==> src/rtl/lcdr_pkg.sv <==
// Constants and types shared by the LCD controller register bank
package lcdr_pkg;

  // ---------------------------------------------------------------
  // Register numbers reached through the index register
  // ---------------------------------------------------------------
  localparam logic [4:0] IDX_CONTROL_ONE = 5'h00;
  localparam logic [4:0] IDX_CONTROL_TWO = 5'h01;
  localparam logic [4:0] IDX_COLUMN_ADDR = 5'h02;
  localparam logic [4:0] IDX_LINE_ADDR = 5'h03;
  localparam logic [4:0] IDX_RAM_DATA = 5'h04;
  localparam logic [4:0] IDX_TOP_RASTER = 5'h05;
  localparam logic [4:0] IDX_FLASH_FIRST = 5'h06;
  localparam logic [4:0] IDX_FLASH_LAST = 5'h07;
  localparam logic [4:0] REG_COUNT = 5'h12;

  // ---------------------------------------------------------------
  // Field layouts, most significant bit first
  // ---------------------------------------------------------------
  typedef struct packed {
    logic write_only_step;
    logic panel_on;
    logic sleep_mode;
    logic ext_supply_ctl;
    logic bias_amp_en;
    logic invert_pixels;
    logic freeze_internal;
    logic column_reverse;
  } lcdr_ctl1_t;

  typedef struct packed {
    logic [1:0] divider_ratio;
    logic word_size_sel;
    logic grey_fixed;
    logic [1:0] duty_sel;
    logic step_column;
    logic flash_enable;
  } lcdr_ctl2_t;

  // Decoded drive settings handed to the scan logic
  typedef struct packed {
    logic [3:0] bias_denominator;
    logic [6:0] duty_rows;
    logic partial_mode;
    logic grey_fixed;
    logic invert_pixels;
    logic column_reverse;
    logic six_bit_words;
  } lcdr_drive_t;

  // ---------------------------------------------------------------
  // Reset values and limits
  // ---------------------------------------------------------------
  localparam lcdr_ctl1_t CTL1_RESET = 8'h00;
  localparam lcdr_ctl2_t CTL2_RESET = 8'h00;
  localparam logic [4:0] INDEX_RESET = 5'h00;
  localparam logic [5:0] COLUMN_RESET = 6'h00;
  localparam logic [6:0] RASTER_RESET = 7'h00;
  localparam logic [7:0] DATA_RESET = 8'h00;
  localparam logic [5:0] COLUMN_MAX_8BIT = 6'h27;
  localparam logic [5:0] COLUMN_MAX_6BIT = 6'h35;
  localparam logic [6:0] LINE_MAX = 7'h40;
  localparam logic [5:0] FLASH_FRAMES_LAST = 6'h3F;

  // Bias and duty encodings
  localparam logic [3:0] BIAS_DIV_8 = 4'h8;
  localparam logic [3:0] BIAS_DIV_9 = 4'h9;
  localparam logic [3:0] BIAS_DIV_10 = 4'hA;
  localparam logic [3:0] BIAS_DIV_11 = 4'hB;
  localparam logic [6:0] DUTY_ROWS_8 = 7'h08;
  localparam logic [6:0] DUTY_ROWS_64 = 7'h40;
  localparam logic [6:0] DUTY_ROWS_80 = 7'h50;
  localparam logic [6:0] DUTY_ROWS_100 = 7'h64;

  // Host access sequencer, Gray coded along idle-read-fetch
  typedef enum logic [1:0] {
    HS_IDLE = 2'b00,
    HS_WRITE = 2'b01,
    HS_READ = 2'b10,
    HS_FETCH = 2'b11
  } lcdr_hs_t;

endpackage

==> src/rtl/lcdr_top.sv <==
// Host register bank of the grey-scale dot-matrix LCD controller
//
// Behaviour
// - Chip init low clears every register
// - Host accesses ignored while chip init low
// - Reset holds drivers off, no alternation
// - Index written with select low picks register
// - Write-only registers; unused writes do nothing
// - Write-only-step advances address only on writes
// - Panel off forces drivers to drive level
// - Sleep halts operation, oscillator and display
// - Supply control bit drives supply switch pin
// - Bias amplifier enable and pixel inversion bits
// - Freeze bit stops internal operation
// - Column order bit reverses column mapping
// - Flash enable clear resets blink counter
// - Divider ratio field selects drive bias
// - Word size bit selects six or eight
// - Grey bit fixes four levels
// - Duty field selects multiplex duty
// - Step bit picks column or line advance
// - Column address limit depends on word size
// - Line address above limit is ignored
// - RAM reads return previously latched data
// - Top raster register scrolls the display
// - Flash area toggles every 64 frames
// - Sleep keeps data, only control writes
`timescale 1ns/1ps
`default_nettype none

module lcdr_top (
  // Clock, reset, enable
  input wire logic i_ref_clk,
  input wire logic i_rst,
  input wire logic i_ce,
  // Chip init pin, active low
  input wire logic i_chip_init_n,
  // Host parallel bus
  input wire logic i_cs_n,
  input wire logic i_reg_select,
  input wire logic i_wr_n,
  input wire logic i_rd_n,
  input wire logic [7:0] i_data,
  output logic [7:0] o_data,
  output logic o_data_oe,
  // Display RAM port, one cycle read latency
  output logic [5:0] o_ram_column,
  output logic [6:0] o_ram_line,
  output logic o_ram_wr,
  output logic [7:0] o_ram_wdata,
  output logic o_ram_rd,
  input wire logic [7:0] i_ram_rdata,
  // Scan timing
  input wire logic i_frame_tick,
  // Drive control
  output logic o_drivers_off,
  output logic o_alternate_hold,
  output logic o_osc_run,
  output logic o_internal_run,
  output logic o_supply_switch_out,
  output logic o_bias_amp_en,
  output logic o_flash_blank,
  output lcdr_pkg::lcdr_drive_t o_drive,
  output logic [6:0] o_top_raster,
  output logic [6:0] o_flash_first,
  output logic [6:0] o_flash_last
);

  // ---------------------------------------------------------------
  // State
  // ---------------------------------------------------------------
  lcdr_pkg::lcdr_hs_t hs_state;
  logic hs_rs;
  logic [7:0] hs_wdata;
  logic [4:0] index_select;
  lcdr_pkg::lcdr_ctl1_t control_one;
  lcdr_pkg::lcdr_ctl2_t control_two;
  logic [5:0] column_address;
  logic [6:0] line_address;
  logic [6:0] top_raster;
  logic [6:0] flash_first_raster;
  logic [6:0] flash_last_raster;
  logic [7:0] read_latch;
  logic [5:0] flash_count;
  logic flash_phase;

  // ---------------------------------------------------------------
  // Bus decode
  // ---------------------------------------------------------------
  logic in_init;
  logic bus_wr;
  logic bus_rd;
  logic commit_wr;
  logic commit_index;
  logic commit_data;
  logic ram_selected;
  logic data_reg_open;
  logic ram_access_wr;
  logic [5:0] column_limit;
  logic [7:0] wmasked;
  logic running;
  lcdr_pkg::lcdr_ctl1_t next_control_one;

  assign in_init = ~i_chip_init_n;
  assign bus_wr = ~i_cs_n & ~i_wr_n;
  assign bus_rd = ~i_cs_n & ~i_rd_n;
  // Commit only at the end of the strobe so a register changes in one cycle
  assign commit_wr = (hs_state == lcdr_pkg::HS_WRITE) & ~bus_wr;
  assign commit_index = commit_wr & ~hs_rs;
  assign commit_data = commit_wr & hs_rs;
  assign ram_selected = (index_select == lcdr_pkg::IDX_RAM_DATA);
  // In sleep only the two control registers stay reachable
  assign data_reg_open = ~control_one.sleep_mode |
                         (index_select == lcdr_pkg::IDX_CONTROL_ONE) |
                         (index_select == lcdr_pkg::IDX_CONTROL_TWO);
  assign ram_access_wr = commit_data & ram_selected & data_reg_open;
  assign column_limit = control_two.word_size_sel ? lcdr_pkg::COLUMN_MAX_6BIT :
                        lcdr_pkg::COLUMN_MAX_8BIT;
  // Six-bit words clear the top two bits so RAM never keeps stale ones
  assign wmasked = control_two.word_size_sel ? {2'b00, hs_wdata[5:0]} : hs_wdata;
  assign running = ~control_one.sleep_mode & ~control_one.freeze_internal;

  // ---------------------------------------------------------------
  // Host access sequencer
  // ---------------------------------------------------------------
  always_ff @(posedge i_ref_clk or posedge i_rst) begin
    if (i_rst) begin
      hs_state <= lcdr_pkg::HS_IDLE;
      hs_rs <= 1'b0;
      hs_wdata <= lcdr_pkg::DATA_RESET;
    end else if (i_ce) begin
      if (in_init) begin
        hs_state <= lcdr_pkg::HS_IDLE;
        hs_rs <= 1'b0;
        hs_wdata <= lcdr_pkg::DATA_RESET;
      end else begin
        unique case (hs_state)
          lcdr_pkg::HS_IDLE: begin
            // A strobe still low when chip init ends is taken as a new access
            hs_rs <= i_reg_select;
            hs_wdata <= i_data;
            if (bus_wr) begin
              hs_state <= lcdr_pkg::HS_WRITE;
            end else if (bus_rd) begin
              hs_state <= lcdr_pkg::HS_READ;
            end
          end
          lcdr_pkg::HS_WRITE: begin
            if (bus_wr) begin
              hs_wdata <= i_data;
            end else begin
              hs_state <= lcdr_pkg::HS_IDLE;
            end
          end
          lcdr_pkg::HS_READ: begin
            if (!bus_rd) begin
              hs_state <= (hs_rs & ram_selected & data_reg_open) ? lcdr_pkg::HS_FETCH :
                          lcdr_pkg::HS_IDLE;
            end
          end
          lcdr_pkg::HS_FETCH: begin
            hs_state <= lcdr_pkg::HS_IDLE;
          end
        endcase
      end
    end
  end

  // ---------------------------------------------------------------
  // Index register
  // ---------------------------------------------------------------
  always_ff @(posedge i_ref_clk or posedge i_rst) begin
    if (i_rst) begin
      index_select <= lcdr_pkg::INDEX_RESET;
    end else if (i_ce) begin
      if (in_init) begin
        index_select <= lcdr_pkg::INDEX_RESET;
      end else if (commit_index) begin
        index_select <= hs_wdata[4:0];
      end
    end
  end

  // ---------------------------------------------------------------
  // Control registers
  // ---------------------------------------------------------------
  always_comb begin
    next_control_one = lcdr_pkg::lcdr_ctl1_t'(hs_wdata);
    // Entering sleep drops the panel-on bit; everything else is kept
    if (next_control_one.sleep_mode) begin
      next_control_one.panel_on = 1'b0;
    end
  end

  always_ff @(posedge i_ref_clk or posedge i_rst) begin
    if (i_rst) begin
      control_one <= lcdr_pkg::CTL1_RESET;
      control_two <= lcdr_pkg::CTL2_RESET;
    end else if (i_ce) begin
      if (in_init) begin
        control_one <= lcdr_pkg::CTL1_RESET;
        control_two <= lcdr_pkg::CTL2_RESET;
      end else if (commit_data) begin
        if (index_select == lcdr_pkg::IDX_CONTROL_ONE) begin
          control_one <= next_control_one;
        end
        if (index_select == lcdr_pkg::IDX_CONTROL_TWO) begin
          control_two <= lcdr_pkg::lcdr_ctl2_t'(hs_wdata);
        end
      end
    end
  end

  // ---------------------------------------------------------------
  // RAM addresses: direct writes and auto advance
  // ---------------------------------------------------------------
  // Both addresses wrap to zero past their own limit rather than stick
  logic step_now;
  assign step_now = ram_access_wr |
                    ((hs_state == lcdr_pkg::HS_FETCH) & ~control_one.write_only_step);

  always_ff @(posedge i_ref_clk or posedge i_rst) begin
    if (i_rst) begin
      column_address <= lcdr_pkg::COLUMN_RESET;
      line_address <= lcdr_pkg::RASTER_RESET;
    end else if (i_ce) begin
      if (in_init) begin
        column_address <= lcdr_pkg::COLUMN_RESET;
        line_address <= lcdr_pkg::RASTER_RESET;
      end else if (commit_data & data_reg_open &
                   (index_select == lcdr_pkg::IDX_COLUMN_ADDR)) begin
        // Out of range values are dropped, not clipped
        if (hs_wdata[7:6] == 2'b00 && hs_wdata[5:0] <= column_limit) begin
          column_address <= hs_wdata[5:0];
        end
      end else if (commit_data & data_reg_open &
                   (index_select == lcdr_pkg::IDX_LINE_ADDR)) begin
        if (!hs_wdata[7] && hs_wdata[6:0] <= lcdr_pkg::LINE_MAX) begin
          line_address <= hs_wdata[6:0];
        end
      end else if (step_now) begin
        if (control_two.step_column) begin
          column_address <= (column_address >= column_limit) ? lcdr_pkg::COLUMN_RESET :
                            6'(column_address + 6'h01);
        end else begin
          line_address <= (line_address >= lcdr_pkg::LINE_MAX) ? lcdr_pkg::RASTER_RESET :
                          7'(line_address + 7'h01);
        end
      end
    end
  end

  // ---------------------------------------------------------------
  // Raster registers
  // ---------------------------------------------------------------
  always_ff @(posedge i_ref_clk or posedge i_rst) begin
    if (i_rst) begin
      top_raster <= lcdr_pkg::RASTER_RESET;
      flash_first_raster <= lcdr_pkg::RASTER_RESET;
      flash_last_raster <= lcdr_pkg::RASTER_RESET;
    end else if (i_ce) begin
      if (in_init) begin
        top_raster <= lcdr_pkg::RASTER_RESET;
        flash_first_raster <= lcdr_pkg::RASTER_RESET;
        flash_last_raster <= lcdr_pkg::RASTER_RESET;
      end else if (commit_data & data_reg_open) begin
        // Bit 7 is unused in all three; register numbers 8 to 17 land nowhere
        if (index_select == lcdr_pkg::IDX_TOP_RASTER) begin
          top_raster <= hs_wdata[6:0];
        end
        if (index_select == lcdr_pkg::IDX_FLASH_FIRST) begin
          flash_first_raster <= hs_wdata[6:0];
        end
        if (index_select == lcdr_pkg::IDX_FLASH_LAST) begin
          flash_last_raster <= hs_wdata[6:0];
        end
      end
    end
  end

  // ---------------------------------------------------------------
  // Read latch: a read returns what the previous read fetched
  // ---------------------------------------------------------------
  always_ff @(posedge i_ref_clk or posedge i_rst) begin
    if (i_rst) begin
      read_latch <= lcdr_pkg::DATA_RESET;
    end else if (i_ce) begin
      if (in_init) begin
        read_latch <= lcdr_pkg::DATA_RESET;
      end else if (hs_state == lcdr_pkg::HS_FETCH) begin
        // Only a RAM fetch loads it; reads of other registers leave it alone
        read_latch <= control_two.word_size_sel ? {2'b00, i_ram_rdata[5:0]} :
                      i_ram_rdata;
      end
    end
  end

  // ---------------------------------------------------------------
  // Blink counter, advanced by frame ticks
  // ---------------------------------------------------------------
  always_ff @(posedge i_ref_clk or posedge i_rst) begin
    if (i_rst) begin
      flash_count <= 6'h00;
      flash_phase <= 1'b0;
    end else if (i_ce) begin
      // Phase clears with the count, so a re-enable always starts shown
      if (in_init || !control_two.flash_enable) begin
        flash_count <= 6'h00;
        flash_phase <= 1'b0;
      end else if (running && i_frame_tick) begin
        flash_count <= 6'(flash_count + 6'h01);
        if (flash_count == lcdr_pkg::FLASH_FRAMES_LAST) begin
          flash_phase <= ~flash_phase;
        end
      end
    end
  end

  // ---------------------------------------------------------------
  // Decoded drive settings
  // ---------------------------------------------------------------
  always_comb begin
    o_drive.grey_fixed = control_two.grey_fixed;
    o_drive.invert_pixels = control_one.invert_pixels;
    o_drive.column_reverse = control_one.column_reverse;
    o_drive.six_bit_words = control_two.word_size_sel;
    // Partial display rides on the 1/8 duty code; there is no bit of its own
    o_drive.partial_mode = (control_two.duty_sel == 2'b11);
    unique case (control_two.divider_ratio)
      2'b11: o_drive.bias_denominator = lcdr_pkg::BIAS_DIV_8;
      2'b10: o_drive.bias_denominator = lcdr_pkg::BIAS_DIV_9;
      2'b01: o_drive.bias_denominator = lcdr_pkg::BIAS_DIV_10;
      2'b00: o_drive.bias_denominator = lcdr_pkg::BIAS_DIV_11;
    endcase
    unique case (control_two.duty_sel)
      2'b11: o_drive.duty_rows = lcdr_pkg::DUTY_ROWS_8;
      2'b10: o_drive.duty_rows = lcdr_pkg::DUTY_ROWS_64;
      2'b01: o_drive.duty_rows = lcdr_pkg::DUTY_ROWS_80;
      2'b00: o_drive.duty_rows = lcdr_pkg::DUTY_ROWS_100;
    endcase
  end

  // ---------------------------------------------------------------
  // Outputs
  // ---------------------------------------------------------------
  assign o_data = read_latch;
  assign o_data_oe = (hs_state == lcdr_pkg::HS_READ);
  assign o_ram_column = column_address;
  assign o_ram_line = line_address;
  assign o_ram_wr = ram_access_wr;
  assign o_ram_wdata = wmasked;
  assign o_ram_rd = (hs_state == lcdr_pkg::HS_READ) & ~bus_rd & hs_rs & ram_selected &
                    data_reg_open;
  // Drivers sit at the drive level in reset, with panel off or in sleep
  assign o_drivers_off = in_init | ~control_one.panel_on | control_one.sleep_mode;
  // No alternation in reset keeps DC off the liquid crystal
  assign o_alternate_hold = in_init;
  assign o_osc_run = ~control_one.sleep_mode;
  assign o_internal_run = running;
  // The host sequences the panel supply; the pin simply follows the bit
  assign o_supply_switch_out = control_one.ext_supply_ctl;
  assign o_bias_amp_en = control_one.bias_amp_en;
  assign o_flash_blank = control_two.flash_enable & flash_phase;
  assign o_top_raster = top_raster;
  assign o_flash_first = flash_first_raster;
  assign o_flash_last = flash_last_raster;

endmodule

`default_nettype wire

==> config.mk <==
export PLATFORM = sky130hd
export DESIGN_NAME = lcdr_top
export DESIGN_NICKNAME = d
export VERILOG_FILES = /design/src/rtl/lcdr_pkg.sv /design/src/rtl/lcdr_top.sv
export SDC_FILE = /design/constraint.sdc
export NUM_CORES = 1
export LEC_CHECK = 0
export BUFFER_PORTS_ARGS = -buffer_cell sky130_fd_sc_hd__buf_2
export CAP_MARGIN = 10
export CORE_MARGIN = 2
export CORE_UTILIZATION = 35
export CTS_CLUSTER_SIZE = 14
export DETAILED_ROUTE_END_ITERATION = 8
export GPL_ROUTABILITY_DRIVEN = 0
export HOLD_SLACK_MARGIN = 0.05
export PLACE_DENSITY = 0.64
export SETUP_SLACK_MARGIN = 0.02
export SYNTH_ARGS = -nofsm -noshare
export SYNTH_HDL_FRONTEND = slang
export SYNTH_SLANG_ARGS = --single-unit
==> constraint.sdc <==
create_clock -name i_ref_clk -period 4.2 [get_ports i_ref_clk]
set_clock_uncertainty 0.1 [all_clocks]
set_input_delay 0.84 -clock i_ref_clk [delete_from_list [all_inputs] [get_ports i_ref_clk]]
set_output_delay 0.84 -clock i_ref_clk [all_outputs]
set_load 0.02 [all_outputs]
### After elaboration in Yosys (flattened, before gate mapping)

Index checks and enable logic that the tools add are counted.

| operators by class | value |
|---|---|
| $add $sub $neg | 3 |
| order comparisons | 4 |
| equality and inequality tests | 40 |
| muxes and demuxes | 56 |
| bitwise operators | 36 |
| reductions and logical operators | 27 |

Operator list:

| kind | number |
|---|---|
| $mux 7 | 16 |
| $mux 8 | 12 |
| $mux 6 | 9 |
| $pmux 7 s4 | 1 |
| $reduce_and 3->1 | 7 |
| $eq 5x3->1 const B | 4 |
| $ne 2x1->1 const B | 10 |
| $and 1x1->1 | 19 |
| $pmux 4 s4 | 1 |
| $pmux 8 s2 | 1 |
| $mux 5 | 3 |
| $add 6x1->6 const B | 2 |
| $eq 2x2->1 const B | 6 |
| $mux 2 | 6 |
| $ne 3x1->1 const B | 4 |
| $ne 3x3->1 const B | 4 |
| $not 1->1 | 12 |
| $eq 5x2->1 const B | 2 |
| $reduce_and 5->1 | 2 |
| $ne 3x2->1 const B | 3 |
| $logic_not 2->1 | 4 |
| $pmux 2 s4 | 1 |
| $reduce_and 2->1 | 4 |
| $add 7x1->7 const B | 1 |
| 17 further kinds | 32 |

| storage, ports and cells | value |
|---|---|
| flip-flop bits (word level) | 81 |
| bits of input ports | 25 |
| output and inout bits | 76 |
| word-level logic and storage cells | 192 |

### Depth between registers and ports, before layout

| depth | value |
|---|---|
| word-level depth | 12 |
| mapped depth | 8 |
| depth with buffers taken out | 8 |

### Worst setup path after synthesis

OpenSTA, ideal clock, no wires.

| timing path | value |
|---|---|
| path kind | input to output |
| start point | input i_chip_init_n |
| end point | output o_drivers_off |
| arrival time | 1.600 ns |
| required time | 3.260 ns |
| slack | 1.660 ns |
| cell stages on the path | 3 |
| buffers on the path | 2 |
| cell sequence | clkbuf_1 -> buf_1 -> nand3_1 |

| between the ends | value |
|---|---|
| longest elaborated chain between the ends | 3 |

Ends and longest elaborated chain:

| item | line | text |
|---|---|---|
| start: declaration | lcdr_top.sv:37 | `input wire logic i_chip_init_n,` |
| $not 1->1 | lcdr_top.sv:104 | `assign in_init = ~i_chip_init_n;` |
| $or 1x1->1 (2 in series) | lcdr_top.sv:355 | `assign o_drivers_off = in_init \| ~control_one.panel_on \| control_one.sleep_mode;` |
| end: declaration | lcdr_top.sv:56 | `output logic o_drivers_off,` |

Every way passes these cells.

### Final worst setup path

| timing path | value |
|---|---|
| start point | register index_select[1] |
| end point | output o_ram_rd |

| between the ends | value |
|---|---|
| longest elaborated chain between the ends | 4 |
| elaborated cells on any way between the ends | 7 |
| those cells by class | eq/ne (2); bitwise (4); reduce/logical (1) |

Ends and longest elaborated chain:

| item | line | text |
|---|---|---|
| start: declaration | lcdr_top.sv:75 | `logic [4:0] index_select;` |
| start signal: assignment | lcdr_top.sv:174 | `index_select <= lcdr_pkg::INDEX_RESET;` |
| start signal: assignment | lcdr_top.sv:177 | `index_select <= lcdr_pkg::INDEX_RESET;` |
| start signal: assignment | lcdr_top.sv:179 | `index_select <= hs_wdata[4:0];` |
| $logic_not 5->1 | lcdr_top.sv:114 | `(index_select == lcdr_pkg::IDX_CONTROL_ONE) \|` |
| $or 1x1->1 | lcdr_top.sv:113 | `assign data_reg_open = ~control_one.sleep_mode \|` |
| $or 1x1->1 | lcdr_top.sv:114 |  |
| $and 1x1->1 (*) | lcdr_top.sv:352 | `assign o_ram_rd = (hs_state == lcdr_pkg::HS_READ) & ~bus_rd & hs_rs & ram_selected &` |
| end: declaration | lcdr_top.sv:51 | `output logic o_ram_rd,` |

Every way passes the cells marked *; elsewhere a longest branch is shown, timed or not.

==> results_dict.tcl <==
set metrics [dict create \
    cp-start-kind "flop" \
    crit_fanout 7 \
    syn_avg_cell_area_um2 10.3 \
    overflow 0 \
    grt_max_degree 52 \
    synth_area_leader_cell "dfrtp_1" \
    grt_first_pass_wirelength_mm 17.6 \
    worstSetupPathType "reg2out" \
    syn-cell-area_um2 4190 \
    async_reset_ff_share_pct 100 \
    die_h_um 113 \
    ant_nets 0 \
    cts_max_level 3 \
    core_area_um2 11600 \
    finalMaxSlewViolations 0 \
    start_util_pct 36.3 \
    min_period_over_period_pct 73.2 \
    synthFlopType "dfrtp_1" \
    hp-class "reg2reg" \
    tns_ns 0 \
    total_power_w 0.00201 \
    end_kind "output port" \
    fmax_mhz 325 \
    ctsLongestPathBuffers 2 \
    via_per_inst 5.37 \
    nNetsFinal 518 \
    drt_wl_total_mm 10.7 \
    yosysSeqAreaShare_pct 48.3 \
    setup_viol 0 \
    grt_usage_pct 17.5 \
    syn_to_final_growth_pct 18.1 \
    drc_errors 0 \
    antennaDiodeCount 0 \
    finalHoldViolCount 0 \
    peakVddDrop_uv 141 \
    clkTransAtPathRegs_ns 0.07 \
    hpwl_mm 7.55 \
    cts_resized 0 \
    grt_pass1_vias 3354 \
    yosysTopAreaCellShare_pct 48.3 \
    synth_edf_count 0 \
    num_io_pins 101 \
    cts_sinks 81 \
    portBuffers 96 \
    cts_setup_buffers 0 \
    route.vias.total 3400 \
    fin_crit_ns 3.07 \
    cp.required_ns 3.26 \
    clk_latency_ns 0.34 \
    leakagePower_nw 2.41 \
    layout.area.seq_um2 2030 \
    synth_seq_cells 81 \
    synthCells 407 \
    netlist-cell-type-count 55 \
    rsz0062_at_grt "no" \
    fp.dieW_um 113 \
    powerDensity_nw_per_um2 406 \
    rows 39 \
    cts_root_buf "clkbuf_16" \
    yosys-top-cells-area "dfrtp_1 (48%), mux2_2 (8.1%), nand2_1 (4.5%)" \
    maxCapViolations 0 \
    antenna_found_initial 0 \
    fill_cells 1086 \
    cts_inserted_buffers 9 \
    status "complete, no violations" \
    cts_hold_buf 0 \
    relSlewSlack_pct 39.7 \
    cts_tree "built" \
    drive_gt1_share_pct 32.4 \
    worst_slew_pin_slew_ns 0.903 \
    die_area_um2 12900 \
    wl_per_cell_um 17.0 \
    arrival_ns 2.13 \
    multiInputGateArea_um2 1890 \
    dr.pass1.iters 4 \
    drt-initial-drc-count 163 \
    yosysWarningCount 0 \
]
## Yosys cell counts, types with 3 or more instances
master and instances:
o21ai_0 23, buf_2 3, a32o_1 10, clkbuf_1 10, and3_1 3, a22o_1 13, nand2_1 50, mux2_2 30
o2bb2ai_1 6, inv_1 23, o221ai_1 5, nand4_1 4, dfrtp_1 81, nor3_1 12, a21oi_1 17, nor2b_1 5
o21a_1 3, and2_1 8, xor2_1 4, buf_4 17, o22ai_1 6, ha_1 8, o31ai_1 4, nand3_1 9
nor2_1 15
## cells by family after synthesis
| logic type | share of synthesized area (%) |
|---|---|
| AND/OR/NAND/NOR | 15.8 |
| flip-flops | 48.3 |
| multiplexers | 8.30 |
| other | 0.179 |
| buffers and inverters | 6.71 |
| XOR/XNOR | 1.25 |
| AO/OA/AOI/OAI | 17.1 |
| adder cells (fa/ha/maj) | 2.39 |
## critical path, cell delays in order, from the launching register on
cell and delay [ns]:
dfrtp_1 0.46, or3b_2 0.54, inv_1 0.07, nand2_1 0.06, nor3_1 0.33, o21a_1 0.17, buf_2 0.15
## metrics by stage
step | cell area, um^2 | hold slack, ns | setup slack, ns | util, % | std cells
2_1_floorplan | 4200 | 0.344 | 1.18 | - | 409
3_3_place_gp | 4670 | 0.356 | 1.32 | 40.4 | 617
3_5_place_dp | 4670 | 0.369 | 1.30 | 40.4 | 617
4_1_cts | 4950 | 0.384 | 1.11 | 42.8 | 633
5_1_grt | 4950 | 0.405 | 0.960 | 42.8 | 633
6_report | 4950 | 0.381 | 1.13 | 42.8 | 633
## sequential cells by signal (all words and copies together), names as in the netlist, 6 cells and up
name and flops:
hs_wdata 8, o_data 8, o_flash_first 7, o_flash_last 7
o_ram_line 7, o_top_raster 7, control_two 6, flash_count 6
o_ram_column 6
## metal layers
layer | vias up | global-route usage [%] | wire [um]
met5 | - | 0 | 0
met4 | 0 | 7.15 | 272
met3 | 24 | 4.20 | 567
met2 | 102 | 27.7 | 5130
met1 | 1678 | 23.2 | 4770
li1 | 1596 | - | -
## final timing paths
| check | startpoint | end | slack, ns | cells after the start |
|---|---|---|---|---|
| max | index_select[1] | o_ram_rd | 1.13 | 6 |
| min | o_flash_last[6] | o_flash_last[6] | 0.38 | 2 |
| max reg2reg | o_drive[0] | o_ram_column[4] | 1.75 | 7 |
| min reg2reg | o_flash_last[6] | o_flash_last[6] | 0.38 | 2 |
| max in group asynchronous | i_rst | o_data[7] | 2.51 | 3 |
| min in group asynchronous | i_rst | o_top_raster[5] | 0.57 | 2 |
## final cells by class
type | count | area share [%]
Tap cell | 143 | 3.61
Multi-Input combinational cell | 273 | 38.2
Clock buffer | 9 | 4.55
Clock inverter | 7 | 1.11
Timing Repair Buffer | 97 | 9.85
Inverter | 23 | 1.77
Sequential cell | 81 | 40.9
## power by group
group | internal (W) | total [W] | switching (W)
registers | 0.000840 | 0.000916 | 0.0000757
logic | 0.000130 | 0.000351 | 0.000221
clock network | 0.000406 | 0.000745 | 0.000339
## cells in the final DEF, fill, tap and decap left out, types with 10 or more instances in the layout
master and instances:
o21ai_0 23, nor3_1 12, buf_2 96, a21oi_1 17, mux2_2 30, a32o_1 10, nand2_1 50, inv_1 22
nor2_1 15, a22o_1 13, dfrtp_1 81
Note: power is estimated with default switching activity, not from simulation.
